`src/adc_out_pkg.sv`:
```
// adc_out_pkg: constants, field layouts and carrier types for the converter output block.
// assumes a single 100 MHz system clock; sample clocks arrive as one-cycle enable pulses.
package adc_out_pkg;

    // ------------------------------------------------------------
    // code format
    // ------------------------------------------------------------
    localparam int SAMPLE_W = 10;
    localparam int RAW_W = 12;
    localparam logic [SAMPLE_W-1:0] CODE_MID = 10'h200;
    localparam logic [SAMPLE_W-1:0] CODE_MAX = 10'h3ff;
    localparam logic [SAMPLE_W-1:0] CODE_MIN = 10'h000;
    localparam logic signed [RAW_W-1:0] RAW_POS_LIMIT = 12'sh1ff;
    localparam logic signed [RAW_W-1:0] RAW_NEG_LIMIT = -12'sh200;
    // one output step in the 2 V range, in microvolts
    localparam int LSB_STEP_UV = 1953;

    // ------------------------------------------------------------
    // timing
    // ------------------------------------------------------------
    localparam int CLK_FREQ_MHZ = 100;
    localparam int NAP_RECOVER_SAMPLES = 100;
    localparam int DCS_RELOCK_SAMPLES = 100;
    localparam int SLEEP_RECOVER_US = 2000;
    localparam int SLEEP_RECOVER_CYC = SLEEP_RECOVER_US * CLK_FREQ_MHZ;
    localparam int CLK_STOP_NS = 2000;
    localparam int CLK_STOP_CYC = (CLK_STOP_NS * CLK_FREQ_MHZ) / 1000;

    // ------------------------------------------------------------
    // register map and fields
    // ------------------------------------------------------------
    localparam int ADDR_W = 8;
    localparam logic [ADDR_W-1:0] REG_CTRL = 8'h00;
    localparam logic [ADDR_W-1:0] REG_STATUS = 8'h04;
    localparam logic [ADDR_W-1:0] REG_IRQ_STAT = 8'h08;
    localparam logic [ADDR_W-1:0] REG_IRQ_MASK = 8'h0c;
    localparam int CTRL_OVR_EN = 0;
    localparam int CTRL_OVR_LVL = 1;
    localparam logic [2:0] CTRL_RESET = 3'h0;
    localparam int IRQ_OVER = 0;
    localparam int IRQ_READY = 1;
    localparam int IRQ_PWRDN = 2;
    localparam int IRQ_W = 3;
    localparam logic [IRQ_W-1:0] IRQ_MASK_RESET = 3'h0;

    // ------------------------------------------------------------
    // types
    // ------------------------------------------------------------
    typedef enum logic [1:0] {STRAP_GND, STRAP_THIRD, STRAP_TWO_THIRD, STRAP_VDD} strap_level_e;
    typedef enum logic [1:0] {PWR_RUN, PWR_NAP, PWR_SLEEP, PWR_RECOVER} pwr_state_e;

    typedef struct packed {
        logic over_range;
        logic [SAMPLE_W-1:0] bits;
    } sample_word_s;

    typedef struct packed {
        logic [ADDR_W-1:0] addr;
        logic [31:0] wdata;
        logic wr;
        logic rd;
    } reg_req_s;

endpackage

```
`src/pin_sync.sv`:
```
// pin_sync: two-flop synchroniser for a group of slow level inputs.
// assumes the inputs are quasi-static levels from outside the clock domain.
`timescale 1ns/1ps
module pin_sync #(
    parameter int WIDTH = 4
) (
    // clock and reset
    input wire logic clk,
    input wire logic resetn,
    // levels
    input wire logic [WIDTH-1:0] async_in,
    output logic [WIDTH-1:0] sync_out
);

    logic [WIDTH-1:0] meta_r;

    // ------------------------------------------------------------
    // first flop feeds only the second one
    // ------------------------------------------------------------
    always_ff @(posedge clk or negedge resetn)
    begin
        if (!resetn)
        begin
            meta_r <= '0;
            sync_out <= '0;
        end
        else
        begin
            meta_r <= async_in;
            sync_out <= meta_r;
        end
    end

endmodule

```
`src/code_formatter.sv`:
```
// code_formatter: clamps a signed conversion result and maps it to the output code.
// assumes the result is signed LSB counts around zero differential input.
`timescale 1ns/1ps
module code_formatter (
    // clock and reset
    input wire logic clk,
    input wire logic resetn,
    // conversion input
    input wire logic sample_en,
    input wire logic twos_comp,
    input wire logic signed [adc_out_pkg::RAW_W-1:0] conv_value,
    // formatted word
    output adc_out_pkg::sample_word_s word
);
    import adc_out_pkg::*;

    // ------------------------------------------------------------
    // saturation and format
    // ------------------------------------------------------------
    wire over_pos = conv_value > RAW_POS_LIMIT;
    wire over_neg = conv_value < RAW_NEG_LIMIT;
    wire [RAW_W-1:0] shifted = RAW_W'(conv_value + RAW_W'(CODE_MID));
    // beyond either limit the code saturates at full scale
    wire [SAMPLE_W-1:0] offset_code = over_pos ? CODE_MAX :
                                      over_neg ? CODE_MIN : shifted[SAMPLE_W-1:0];
    // two's complement is offset binary with the top bit turned over
    wire [SAMPLE_W-1:0] fmt_code = twos_comp
                                 ? {~offset_code[SAMPLE_W-1], offset_code[SAMPLE_W-2:0]}
                                 : offset_code;

    // word only moves on a sample, so it holds between conversions
    always_ff @(posedge clk or negedge resetn)
    begin
        if (!resetn)
            word <= '0;
        else if (sample_en)
            word <= '{over_range: over_pos | over_neg, bits: fmt_code};
    end

    // ------------------------------------------------------------
    // checks
    // ------------------------------------------------------------
    a_midscale_offset: assert property (@(posedge clk) disable iff (!resetn)
        sample_en && !twos_comp && conv_value == 0 |=> word.bits == CODE_MID)
        else $error("zero input did not give midscale offset code");
    a_twos_msb_flip: assert property (@(posedge clk) disable iff (!resetn)
        sample_en && twos_comp && conv_value == RAW_NEG_LIMIT |=> word.bits == 10'h200)
        else $error("negative full scale wrong in two's complement");
    a_over_range_sat: assert property (@(posedge clk) disable iff (!resetn)
        sample_en && !twos_comp && over_pos |=> word.over_range && word.bits == CODE_MAX)
        else $error("positive overrange did not saturate and flag");
    a_in_range_clear: assert property (@(posedge clk) disable iff (!resetn)
        sample_en && !over_pos && !over_neg |=> !word.over_range)
        else $error("flag set for an in-range sample");

endmodule

```
`src/adc_output_ctrl.sv`:
```
// adc_output_ctrl: output format, overrange flag, tri-state and power modes of the converter.
// assumes sample_en pulses once per sample clock and conv_value is valid beside it;
// strap and control pins are asynchronous levels, registers use a plain strobe port.
//
// Behaviour
// - offset binary: zero input gives midscale, full scales give all ones and zeros
// - two's complement output is offset binary with its top bit inverted
// - overrange flag high beyond either limit, code saturates at full scale
// - one output step equals about 1.953 mV in the 2 V range
// - strap at ground or one third selects offset binary
// - strap at two thirds or full selects two's complement; stabilizer at middle levels
// - output disable high puts sample bits and flag in high impedance
// - shutdown low means normal operation, one result per sample clock
// - shutdown and disable high enter sleep; data invalid for milliseconds after exit
// - shutdown high, disable low enter nap; data valid about 100 clocks after exit
// - sleep and nap hold sample bits and flag in high impedance
// - stabilizer samples on rising edge only and makes its own half period
// - after a long clock stop the stabilizer needs about 100 clocks to relock
`timescale 1ns/1ps
module adc_output_ctrl #(
    parameter int SLEEP_RECOVER_CLKS = adc_out_pkg::SLEEP_RECOVER_CYC
) (
    // clock and reset
    input wire logic clk,
    input wire logic resetn,
    // converter core
    input wire logic sample_en,
    input wire logic signed [adc_out_pkg::RAW_W-1:0] conv_value,
    // control pins
    input wire logic [1:0] format_strap,
    input wire logic out_disable,
    input wire logic power_down_select,
    // register port
    input wire adc_out_pkg::reg_req_s reg_req,
    output logic [31:0] reg_rdata,
    // output pins
    output logic [adc_out_pkg::SAMPLE_W-1:0] sample_bits,
    output logic over_range_flag,
    output logic data_oe_n,
    output logic data_valid,
    // power and clock control
    output logic dcs_enable,
    output logic core_power_down,
    output logic ref_power_down,
    // interrupt
    output logic irq
);
    import adc_out_pkg::*;

    localparam int REC_W = $clog2(SLEEP_RECOVER_CLKS + 1);
    localparam int IDLE_W = $clog2(CLK_STOP_CYC + 1);

    // ------------------------------------------------------------
    // elaboration check
    // ------------------------------------------------------------
    generate
        if (SLEEP_RECOVER_CLKS < NAP_RECOVER_SAMPLES)
        begin : g_bad_param
            $error("sleep recovery must not be shorter than nap recovery");
        end
    endgenerate

    // ------------------------------------------------------------
    // pin synchronisation and strap capture
    // ------------------------------------------------------------
    logic [3:0] pins_s;
    wire [1:0] strap_s = pins_s[3:2];
    wire disable_s = pins_s[1];
    wire pwr_dn_s = pins_s[0];

    pin_sync #(.WIDTH(4)) u_sync (
        .clk(clk),
        .resetn(resetn),
        .async_in({format_strap, out_disable, power_down_select}),
        .sync_out(pins_s)
    );

    logic [1:0] strap_lvl_r;
    logic [2:0] strap_wait_r;
    logic [2:0] ctrl_r;
    // the strap is caught once the synchroniser has filled after reset release
    always_ff @(posedge clk or negedge resetn)
    begin
        if (!resetn)
        begin
            strap_wait_r <= 3'h0;
            strap_lvl_r <= 2'h0;
        end
        else if (!strap_wait_r[2])
        begin
            strap_wait_r <= strap_wait_r + 3'h1;
            strap_lvl_r <= strap_s;
        end
    end

    // software may override the strap level for bring-up
    wire [1:0] level = ctrl_r[CTRL_OVR_EN] ? ctrl_r[CTRL_OVR_LVL +: 2] : strap_lvl_r;
    wire twos_sel = (level == STRAP_TWO_THIRD) || (level == STRAP_VDD);
    wire dcs_sel = (level == STRAP_THIRD) || (level == STRAP_TWO_THIRD);

    // ------------------------------------------------------------
    // power state machine
    // ------------------------------------------------------------
    pwr_state_e state_r, state_nxt;
    logic [REC_W-1:0] rec_cnt_r;
    logic rec_by_samples_r;
    wire powered_down = (state_r == PWR_NAP) || (state_r == PWR_SLEEP);
    wire rec_done = (state_r == PWR_RECOVER) && (rec_cnt_r == '0);
    wire going_down = (state_nxt == PWR_NAP) || (state_nxt == PWR_SLEEP);

    always_comb
    begin
        state_nxt = state_r;
        case (state_r)
            PWR_RUN, PWR_RECOVER:
            begin
                if (pwr_dn_s)
                    state_nxt = disable_s ? PWR_SLEEP : PWR_NAP;
                else if (rec_done)
                    state_nxt = PWR_RUN;
            end
            PWR_NAP, PWR_SLEEP:
            begin
                if (!pwr_dn_s)
                    state_nxt = PWR_RECOVER;
                else
                    state_nxt = disable_s ? PWR_SLEEP : PWR_NAP;
            end
            default: state_nxt = PWR_RUN;
        endcase
    end

    // nap recovery counts sample clocks; sleep waits for the reference in real time
    always_ff @(posedge clk or negedge resetn)
    begin
        if (!resetn)
        begin
            state_r <= PWR_RUN;
            rec_cnt_r <= '0;
            rec_by_samples_r <= 1'b0;
        end
        else
        begin
            state_r <= state_nxt;
            if (state_r == PWR_NAP && !pwr_dn_s)
            begin
                rec_cnt_r <= REC_W'(NAP_RECOVER_SAMPLES);
                rec_by_samples_r <= 1'b1;
            end
            else if (state_r == PWR_SLEEP && !pwr_dn_s)
            begin
                rec_cnt_r <= REC_W'(SLEEP_RECOVER_CLKS);
                rec_by_samples_r <= 1'b0;
            end
            else if (state_r == PWR_RECOVER && rec_cnt_r != '0 && (sample_en || !rec_by_samples_r))
                rec_cnt_r <= rec_cnt_r - REC_W'(1);
        end
    end

    // ------------------------------------------------------------
    // stabilizer relock after a stopped clock
    // ------------------------------------------------------------
    logic [IDLE_W-1:0] idle_cnt_r;
    logic [6:0] relock_cnt_r;
    wire clock_stopped = (idle_cnt_r == IDLE_W'(CLK_STOP_CYC));

    // the relock wait only applies while the stabilizer is in use
    always_ff @(posedge clk or negedge resetn)
    begin
        if (!resetn)
        begin
            idle_cnt_r <= '0;
            relock_cnt_r <= 7'h00;
        end
        else
        begin
            if (sample_en)
                idle_cnt_r <= '0;
            else if (!clock_stopped)
                idle_cnt_r <= idle_cnt_r + IDLE_W'(1);
            if (!dcs_sel)
                relock_cnt_r <= 7'h00;
            else if (clock_stopped && sample_en)
                relock_cnt_r <= 7'(DCS_RELOCK_SAMPLES);
            else if (sample_en && relock_cnt_r != 7'h00)
                relock_cnt_r <= relock_cnt_r - 7'h01;
        end
    end

    // ------------------------------------------------------------
    // output word and drivers
    // ------------------------------------------------------------
    sample_word_s word;
    wire convert_en = sample_en && !powered_down;
    wire word_good = (state_r == PWR_RUN) && (relock_cnt_r == 7'h00) && !clock_stopped;

    code_formatter u_fmt (
        .clk(clk),
        .resetn(resetn),
        .sample_en(convert_en),
        .twos_comp(twos_sel),
        .conv_value(conv_value),
        .word(word)
    );

    assign sample_bits = word.bits;
    assign over_range_flag = word.over_range;

    // drivers release in either power-down mode or on request
    always_ff @(posedge clk or negedge resetn)
    begin
        if (!resetn)
        begin
            data_oe_n <= 1'b1;
            data_valid <= 1'b0;
            dcs_enable <= 1'b0;
            core_power_down <= 1'b0;
            ref_power_down <= 1'b0;
        end
        else
        begin
            data_oe_n <= disable_s || going_down;
            data_valid <= convert_en && word_good;
            dcs_enable <= dcs_sel;
            core_power_down <= going_down;
            ref_power_down <= (state_nxt == PWR_SLEEP);
        end
    end

    // ------------------------------------------------------------
    // registers and interrupt
    // ------------------------------------------------------------
    logic [IRQ_W-1:0] irq_stat_r;
    logic [IRQ_W-1:0] irq_mask_r;
    wire wr_ctrl = reg_req.wr && (reg_req.addr == REG_CTRL);
    wire wr_stat = reg_req.wr && (reg_req.addr == REG_IRQ_STAT);
    wire wr_mask = reg_req.wr && (reg_req.addr == REG_IRQ_MASK);
    wire [IRQ_W-1:0] irq_events = {!powered_down && going_down,
                                   rec_done && !pwr_dn_s,
                                   convert_en && (conv_value > RAW_POS_LIMIT
                                       || conv_value < RAW_NEG_LIMIT)};
    wire [IRQ_W-1:0] stat_clr = wr_stat ? reg_req.wdata[IRQ_W-1:0] : '0;
    wire [31:0] status_word = {25'h0, relock_cnt_r != 7'h00, dcs_sel, twos_sel, level,
                               state_r};
    wire [31:0] rd_mux = (reg_req.addr == REG_CTRL) ? {29'h0, ctrl_r} :
                         (reg_req.addr == REG_STATUS) ? status_word :
                         (reg_req.addr == REG_IRQ_STAT) ? {29'h0, irq_stat_r} :
                         (reg_req.addr == REG_IRQ_MASK) ? {29'h0, irq_mask_r} : 32'h0000_0000;

    // a new event in the clearing cycle stays set
    always_ff @(posedge clk or negedge resetn)
    begin
        if (!resetn)
        begin
            ctrl_r <= CTRL_RESET;
            irq_mask_r <= IRQ_MASK_RESET;
            irq_stat_r <= '0;
            reg_rdata <= 32'h0000_0000;
            irq <= 1'b0;
        end
        else
        begin
            if (wr_ctrl)
                ctrl_r <= reg_req.wdata[2:0];
            if (wr_mask)
                irq_mask_r <= reg_req.wdata[IRQ_W-1:0];
            irq_stat_r <= (irq_stat_r & ~stat_clr) | irq_events;
            reg_rdata <= reg_req.rd ? rd_mux : 32'h0000_0000;
            irq <= |(((irq_stat_r & ~stat_clr) | irq_events) & irq_mask_r);
        end
    end

    // ------------------------------------------------------------
    // checks
    // ------------------------------------------------------------
    a_disable_hiz: assert property (@(posedge clk) disable iff (!resetn)
        disable_s |=> data_oe_n)
        else $error("outputs driven while disable is high");
    a_powerdown_hiz: assert property (@(posedge clk) disable iff (!resetn)
        powered_down |-> data_oe_n)
        else $error("outputs driven in sleep or nap");
    a_sleep_entry: assert property (@(posedge clk) disable iff (!resetn)
        pwr_dn_s && disable_s |=> state_r == PWR_SLEEP && ref_power_down)
        else $error("sleep not entered");
    a_nap_entry: assert property (@(posedge clk) disable iff (!resetn)
        pwr_dn_s && !disable_s |=> state_r == PWR_NAP && !ref_power_down)
        else $error("nap not entered with reference alive");
    a_nap_no_data: assert property (@(posedge clk) disable iff (!resetn)
        state_r == PWR_NAP && !pwr_dn_s |=> (!data_valid) [*8])
        else $error("data valid too soon after nap");
    a_run_data_valid: assert property (@(posedge clk) disable iff (!resetn)
        sample_en && word_good |=> data_valid)
        else $error("sample in normal run not marked valid");
    a_format_select: assert property (@(posedge clk) disable iff (!resetn)
        sample_en && !powered_down && conv_value == 0
        |=> sample_bits == ($past(twos_sel) ? 10'h000 : CODE_MID))
        else $error("format does not follow strap level");
    a_relock_wait: assert property (@(posedge clk) disable iff (!resetn)
        clock_stopped && sample_en && dcs_sel
        |=> relock_cnt_r == 7'(DCS_RELOCK_SAMPLES) && !data_valid)
        else $error("stabilizer relock wait not started");
    a_irq_level: assert property (@(posedge clk) disable iff (!resetn)
        |(irq_stat_r & irq_mask_r) && !wr_stat |=> irq)
        else $error("unmasked status without interrupt");

    c_nap_cycle: cover property (@(posedge clk) disable iff (!resetn)
        state_r == PWR_NAP ##[1:600] rec_done);
    c_sleep_entry: cover property (@(posedge clk) disable iff (!resetn) state_r == PWR_SLEEP);
    c_overrange: cover property (@(posedge clk) disable iff (!resetn) over_range_flag && !data_oe_n);
    c_relock: cover property (@(posedge clk) disable iff (!resetn) relock_cnt_r == 7'h01);

endmodule

```
`config.mk`:
```
export PLATFORM = sky130hd
export DESIGN_NAME = adc_output_ctrl
export DESIGN_NICKNAME = d
export VERILOG_FILES = /design/src/adc_out_pkg.sv /design/src/pin_sync.sv /design/src/code_formatter.sv /design/src/adc_output_ctrl.sv
export SDC_FILE = /design/constraint.sdc
export NUM_CORES = 1
export LEC_CHECK = 0
export BUFFER_PORTS_ARGS = -buffer_cell sky130_fd_sc_hd__buf_2
export CELL_PAD_IN_SITES_DETAIL_PLACEMENT = 0
export CELL_PAD_IN_SITES_GLOBAL_PLACEMENT = 1
export CORE_MARGIN = 4
export CORE_UTILIZATION = 36
export DETAILED_ROUTE_END_ITERATION = 10
export PLACE_DENSITY = 0.83
export SYNTH_ARGS = -nofsm -noshare
export SYNTH_HDL_FRONTEND = slang
export SYNTH_SLANG_ARGS = --single-unit
```
`constraint.sdc`:
```
create_clock -name clk -period 2.2 [get_ports clk]
set_input_delay 0.11 -clock clk [delete_from_list [all_inputs] [get_ports clk]]
set_output_delay 0.11 -clock clk [all_outputs]
set_load 0.005 [all_outputs]
```
==> results of run 1 <==
## Yosys cell counts, types with 2 or more instances
master / instances
xnor2_1: 11
mux2i_1: 3
nand3_1: 12
and3_1: 8
a21oi_1: 13
nor2_1: 47
a31oi_1: 6
mux2_2: 7
nor2b_1: 3
nand2_1: 44
nor3_1: 10
xor2_1: 8
or2_2: 4
nand4_1: 6
a21o_1: 5
ha_1: 12
mux4_2: 3
o21ai_0: 22
inv_1: 15
a2111oi_0: 2
clkbuf_1: 11
buf_4: 26
or4_1: 7
a211oi_1: 2
nor4_1: 6
o22ai_1: 2
o31ai_1: 3
mux2_1: 3
o21ai_1: 8
dfrtp_1: 80
o211ai_1: 4
nand2b_1: 8
or3_1: 5
## power breakdown
part | total, W | internal, W | switching [W]
Sequential | 0.00192 | 0.00172 | 0.000201
Combinational | 0.00127 | 0.000581 | 0.000692
Clock | 0.00143 | 0.000809 | 0.000622
## metal layers
layer,up-vias,track usage
met5,-,0
met4,0,0.05491
met3,8,0.03185
met2,74,0.2164
met1,1598,0.1831
li1,1618,-
## cell families (layout without fill, tap and decap cells)
group	Yosys count	count (layout)	synth area share
compound gates	79	79	0.1175
mux	16	16	0.05036
buf+inv	53	119	0.07134
xor+xnor	19	19	0.03987
flops	81	81	0.4859
simple gates	167	167	0.1981
other cells	1	25	0.0008984
fa+ha+maj	12	12	0.03597
## flip-flops by register name, indices dropped and copies added (netlist names)
register,flops
data_valid,1
rec_by_samples_r,1
core_power_down,1
strap_lvl_r,2
u_sync.meta_r,4
strap_wait_r,3
ref_power_down,1
state_r,2
u_sync.sync_out,4
u_fmt.word,11
ctrl_r,3
irq,1
idle_cnt_r,8
dcs_enable,1
irq_mask_r,3
rec_cnt_r,18
data_oe_n,1
irq_stat_r,3
reg_rdata,6
relock_cnt_r,7
## per-stage QoR
step	total power (W)	util	instance area [um^2]	setup TNS [ns]	setup slack (ns)
floorplan	0.002748	-	4264	0	0.02776
global placement	0.003146	0.4076	4634	-0.01307	-0.01307
detailed placement	0.003177	0.4076	4634	-0.01445	-0.01445
CTS	0.004655	0.4417	5022	0	0.005799
global route	0.004920	0.4454	5064	-0.05944	-0.05944
finish	0.004626	0.4454	5064	0	0.06408
## worst paths after layout
path	slack (ns)	to	cells past startpoint
worst max-delay path	0.06	irq$_DFF_PN0_	9
worst min-delay path	0.03	ctrl_r[0]$_DFFE_PN0P_	2
worst max register to register	0.06	irq$_DFF_PN0_	9
worst min register to register	0.35	u_sync.sync_out[1]$_DFF_PN0_	0
max in group asynchronous	1.26	data_oe_n$_DFF_PN1_	3
min in group asynchronous	0.28	rec_cnt_r[17]$_DFFE_PN0P_	2
## what timing repair did
item                                    4_1_cts  5_1_grt
endpoints found under the setup margin        1        2
gates resized for setup                       1        4
hold buffers                                  5        0
hold endpoints to repair                     43        0
pin swaps                                     1        3
setup buffers                                 6        3
## critical path, cell delays in order, from the launching register on
cell and delay [ns]:
dfrtp_1 0.42, nor3_2 0.18, buf_4 0.14, and3_4 0.19, nand4_1 0.14, a21oi_1 0.16
o21ai_1 0.09, ha_1 0.34, o21ai_2 0.07, a221o_1 0.29
## layout make-up
type | instances | area (um^2) | share of cell area
Clock buffer | 10 | 239.0 | 0.04720
Inverter | 15 | 56.30 | 0.01112
Clock inverter | 6 | 48.80 | 0.009637
Tap cell | 143 | 178.9 | 0.03533
Timing Repair Buffer | 88 | 550.5 | 0.1087
Multi-Input combinational cell | 318 | 1962 | 0.3874
Sequential cell | 81 | 2028 | 0.4005
==> flow_summary.json, run 1 <==
{
  "worstSetupStartpoint": "rec_cnt_r[14]$_DFFE_PN0P_",
  "skew_ns": 0.007064,
  "placed_cells": 631,
  "cp-end-kind": "flip-flop",
  "reg2reg_from": "rec_cnt_r[14]$_DFFE_PN0P_",
  "mostFrequentLayoutCells": "80 x dfrtp_1, 54 x buf_2, 47 x nor2_1",
  "clkLatencyLatePin_ns": 0.34,
  "rsz0062_at_grt": "true",
  "wl_um": 8834,
  "avgSynthCellArea_um2": 9.752,
  "drt_pass1_iterations": 4,
  "finalCriticalPeriod_ns": 2.136,
  "synth_area_leaders": "dfrtp_1 48%, buf_4 4.7%, nor2_1 4.2%, nand2_1 4.0%, ha_1 3.6%",
  "initial_core_util": 0.3671,
  "fillers": 1094,
  "hold_viol": 0,
  "cp.arrival_ns": 2.35,
  "diodes": 0,
  "die_y_um": 115.7,
  "synth-edff-count": 0,
  "overflow": 0,
  "grt_max_degree": 43,
  "wl_per_cell_um": 13.36,
  "vias_per_cell": 4.989,
  "status": "finished, final reports clean",
  "cts_buffers": 9,
  "layout-drive-gt1-share": 0.2375,
  "path_class": "flip-flop to flip-flop",
  "cts_root_buf": "clkbuf_16",
  "setup_viol": 0,
  "antenna_left": 0,
  "maxCapViolCount": 0,
  "routed-wl-met2_um": 4208,
  "synth_area_um2": 4174,
  "synth_top_area_share": 0.4796,
  "p_leak_nw": 2.464,
  "synth_seq_cells": 81,
  "nNetsFinal": 586,
  "timing.hold.ws_ns": 0.02931,
  "async_flop_share": 1.000,
  "yosysUniqueCellTypes": 55,
  "cts.path.max_buffers": 2,
  "cts_sinks": 81,
  "hp-start": "reg_req[2]",
  "clkSlewWorstSetupHoldPaths_ns": 0.07,
  "coreArea_um2": 11370,
  "num_rows": 39,
  "num_vias": 3298,
  "highest_layer": "met4",
  "antenna_found_initial": 0,
  "met3_length_um": 436,
  "hold_class": "primary input to flip-flop",
  "hpwlAfterDp_um": 6512,
  "cts_tree": "done",
  "wl_met1_um": 4071,
  "drv_slew": 0,
  "final_cells": 661,
  "grt_pass1_wl_um": 14570,
  "power_density_nw_per_um2": 913.5,
  "numPortBuffers": 55,
  "synthFlopType": "dfrtp_1",
  "cp.required_ns": 2.42,
  "syn-instance-count": 428,
  "syn_to_final_growth_pct": 21.31,
  "synth_area_leader_cell": "dfrtp_1",
  "min_period_over_period": 0.9709,
  "dieArea_um2": 13380,
  "critPathMaxFanout": 4,
  "max_freq_mhz": 468.2,
  "seq_area_frac_synth": 0.4859,
  "post-route-drc-count": 0,
  "grt_use_total": 0.1370,
  "final_common_cell": "dfrtp_1",
  "die_w_um": 115.7,
  "ir_worst_vdd_mv": 0.4399,
  "cts_max_level": 3,
  "io_pins": 110,
  "worst_slew_pin_slew_ns": 0.6378,
  "place_congestion": 0.8692,
  "grt_pass1_vias": 3149,
  "cp-start-kind": "flip-flop",
  "drt_iter0_markers": 123,
  "yosys_warnings": 0,
  "slew-limit-headroom": 0.5638
}
Note: power is estimated with default switching activity, not from simulation.
==> inputs of run 2 (changes only) <==
==> constraint.sdc (replaced) <==
create_clock -name clk -period 2.2 [get_ports clk]
set_input_delay 0.33 -clock clk [delete_from_list [all_inputs] [get_ports clk]]
set_output_delay 0.33 -clock clk [all_outputs]
set_load 0.005 [all_outputs]
==> run 2 against run 1 <==
Net effect:
- sequential share of layout area is 0.17 points lower
- largest power group unchanged
- wire length is 1.8% higher
- die area stayed put
- highest routed layer unchanged
- via count hardly changed
- first-iteration DRC count is 48% higher
==> flow_summary.json, run 2 (synthesized netlist as in run 1, its figures left out) <==
{
  "status": "finished, final reports clean",
  "coreArea_um2": 11370,
  "grt_use_total": 0.1369,
  "wl_um": 8995,
  "fillers": 1084,
  "diodes": 0,
  "drt_pass1_iterations": 5,
  "path_cells": "nor3_2 -> buf_4 -> and3_4 -> nand4_1 -> a21oi_2 -> o21ai_2 -> ha_4 -> o21ai_2 -> a221o_1",
  "cp.arrival_ns": 2.36,
  "grt_pass1_vias": 3216,
  "placed_cells": 640,
  "nNetsFinal": 586,
  "drt_iter0_markers": 182,
  "rr_endpoint": "irq$_DFF_PN0_",
  "cp-end-kind": "flip-flop",
  "antenna_left": 0,
  "max_freq_mhz": 467.0,
  "cp.required_ns": 2.41,
  "path_class": "flip-flop to flip-flop",
  "layout-drive-gt1-share": 0.2548,
  "place_area_um2": 4702,
  "cts_tree": "done",
  "dieArea_um2": 13380,
  "worst-r2r-cell-count": 9,
  "rsz0062_at_grt": "true",
  "path_common_cell": "o21ai_2",
  "finalCriticalPeriod_ns": 2.141,
  "place_congestion": 0.8467,
  "syn_to_final_growth_pct": 21.82,
  "seq_area_um2": 2028,
  "skew_ns": 0.008630,
  "die_y_um": 115.7,
  "p_total_w": 0.004671,
  "final_area_um2": 5085,
  "reg2reg_from": "rec_cnt_r[13]$_DFFE_PN0P_",
  "utilization": 0.4472,
  "final_cells": 661,
  "hp-start": "format_strap[1]",
  "num_vias": 3297,
  "vias_per_cell": 4.988,
  "multi_input_area_um2": 1991,
  "clkLatencyLatePin_ns": 0.34,
  "antenna_found_initial": 0,
  "num_rows": 39,
  "largest_register_ffs": 18,
  "post-route-drc-count": 0,
  "holdPathEnd": "u_sync.meta_r[3]$_DFF_PN0_",
  "hpwlAfterDp_um": 6623,
  "io_pins": 110,
  "slowest_delay_ns": 0.39,
  "cts_buffers": 9,
  "numPortBuffers": 55,
  "initial_core_util": 0.3671,
  "cts.path.max_buffers": 2,
  "mostFrequentLayoutCells": "80 x dfrtp_1, 54 x buf_2, 47 x nor2_1",
  "worstHoldPathCells": 1,
  "reg2reg_slack_ns": 0.06,
  "grt_max_degree": 38,
  "min_period_over_period": 0.9733,
  "worst_slew_pin_slew_ns": 0.5902,
  "cts_sinks": 81,
  "slew-limit-headroom": 0.5964,
  "final_common_cell": "dfrtp_1",
  "reg_top3": "rec_cnt_r (18), u_fmt.word (11), idle_cnt_r (8)",
  "critical_path.top_delay_family": "compound AO/OA/AOI/OAI gates",
  "setup_viol": 0,
  "wl_per_cell_um": 13.61,
  "die_w_um": 115.7,
  "cts_max_level": 3,
  "crit_slowest_cell": "dfrtp_1",
  "hold_viol": 0,
  "ir_worst_vdd_mv": 0.3802,
  "power_density_nw_per_um2": 918.6,
  "drv_slew": 0,
  "critPathMaxFanout": 4,
  "p_leak_nw": 2.474,
  "cts_root_buf": "clkbuf_16",
  "maxCapViolCount": 0,
  "clkSlewWorstSetupHoldPaths_ns": 0.07,
  "grt_pass1_wl_um": 14850,
  "hold_class": "primary input to flip-flop",
  "largest_register": "rec_cnt_r",
  "cp-start-kind": "flip-flop",
  "overflow": 0,
  "path_buf_inv": 1
}
-- run 2: cell types whose count changed in the layout (fill, tap and decap cells not counted), sizes merged --
cell / delta
inv: -1
dlygate4sd3: -4
clkinvlp: +1
buf: +4
-- run 2: report_power, final --
group / internal, W / switching [W]
clock network: 0.000808 / 0.000624
registers: 0.00172 / 0.000201
logic: 0.000605 / 0.000711
-- run 2: through the flow --
step	worst slack, ns	hold WS, ns	setup TNS, ns
final	0.05871	0.09480	0
after global routing	-0.03593	0.09123	-0.03593
after CTS	0.0006928	0.08593	0
after detailed placement	-0.05491	0.2751	-0.1639
after global placement	-0.06101	0.2704	-0.06101
after floorplan	0.02776	0.03441	0
-- run 2: layout make-up --
| class | count | area share |
|---|---|---|
| clock inverters | 6 | 0.01009 |
| flip-flops and latches | 81 | 0.3989 |
| multi-input cells | 318 | 0.3915 |
| clock buffers | 10 | 0.04700 |
| well taps | 143 | 0.03519 |
| inverters | 15 | 0.01107 |
| repair buffers | 88 | 0.1063 |
-- run 2: worst max path at each step --
stage | from | end | depth (start not counted)
2_1_floorplan | rec_cnt_r[9]$_DFFE_PN0P_ | irq$_DFF_PN0_ | 8
3_3_place_gp | rec_cnt_r[13]$_DFFE_PN0P_ | irq$_DFF_PN0_ | 9
3_5_place_dp | rec_cnt_r[13]$_DFFE_PN0P_ | irq$_DFF_PN0_ | 9
4_1_cts | rec_cnt_r[9]$_DFFE_PN0P_ | irq$_DFF_PN0_ | 8
5_1_grt | rec_cnt_r[13]$_DFFE_PN0P_ | irq$_DFF_PN0_ | 9
6_report | rec_cnt_r[13]$_DFFE_PN0P_ | irq$_DFF_PN0_ | 9
-- run 2: timing repair --
| action | 4_1_cts | 5_1_grt |
|---|---|---|
| hold buffers | 1 | 0 |
| pin swaps | 4 | 4 |
| setup buffers | 3 | 1 |
| hold endpoints to repair | 25 | 0 |
| setup endpoints to repair | 1 | 3 |
| resized for setup | 2 | 8 |
-- run 2: worst reg2reg max path, cell delays in order, from the launching register on --
cell and delay [ns]:
dfrtp_1 0.39, nor3_2 0.19, buf_4 0.14, and3_4 0.18, nand4_1 0.18, a21oi_2 0.20, o21ai_2 0.09, ha_4 0.29
o21ai_2 0.06, a221o_1 0.30
-- run 2: routing by layer --
metal | vias up | GRT usage | part of all wire
met1 | 1601 | 0.1824 | 0.45
met3 | 11 | 0.02089 | 0.046
met2 | 68 | 0.2269 | 0.48
met5 | - | 0 | 0
met4 | 0 | 0.05104 | 0.016
li1 | 1617 | - | -
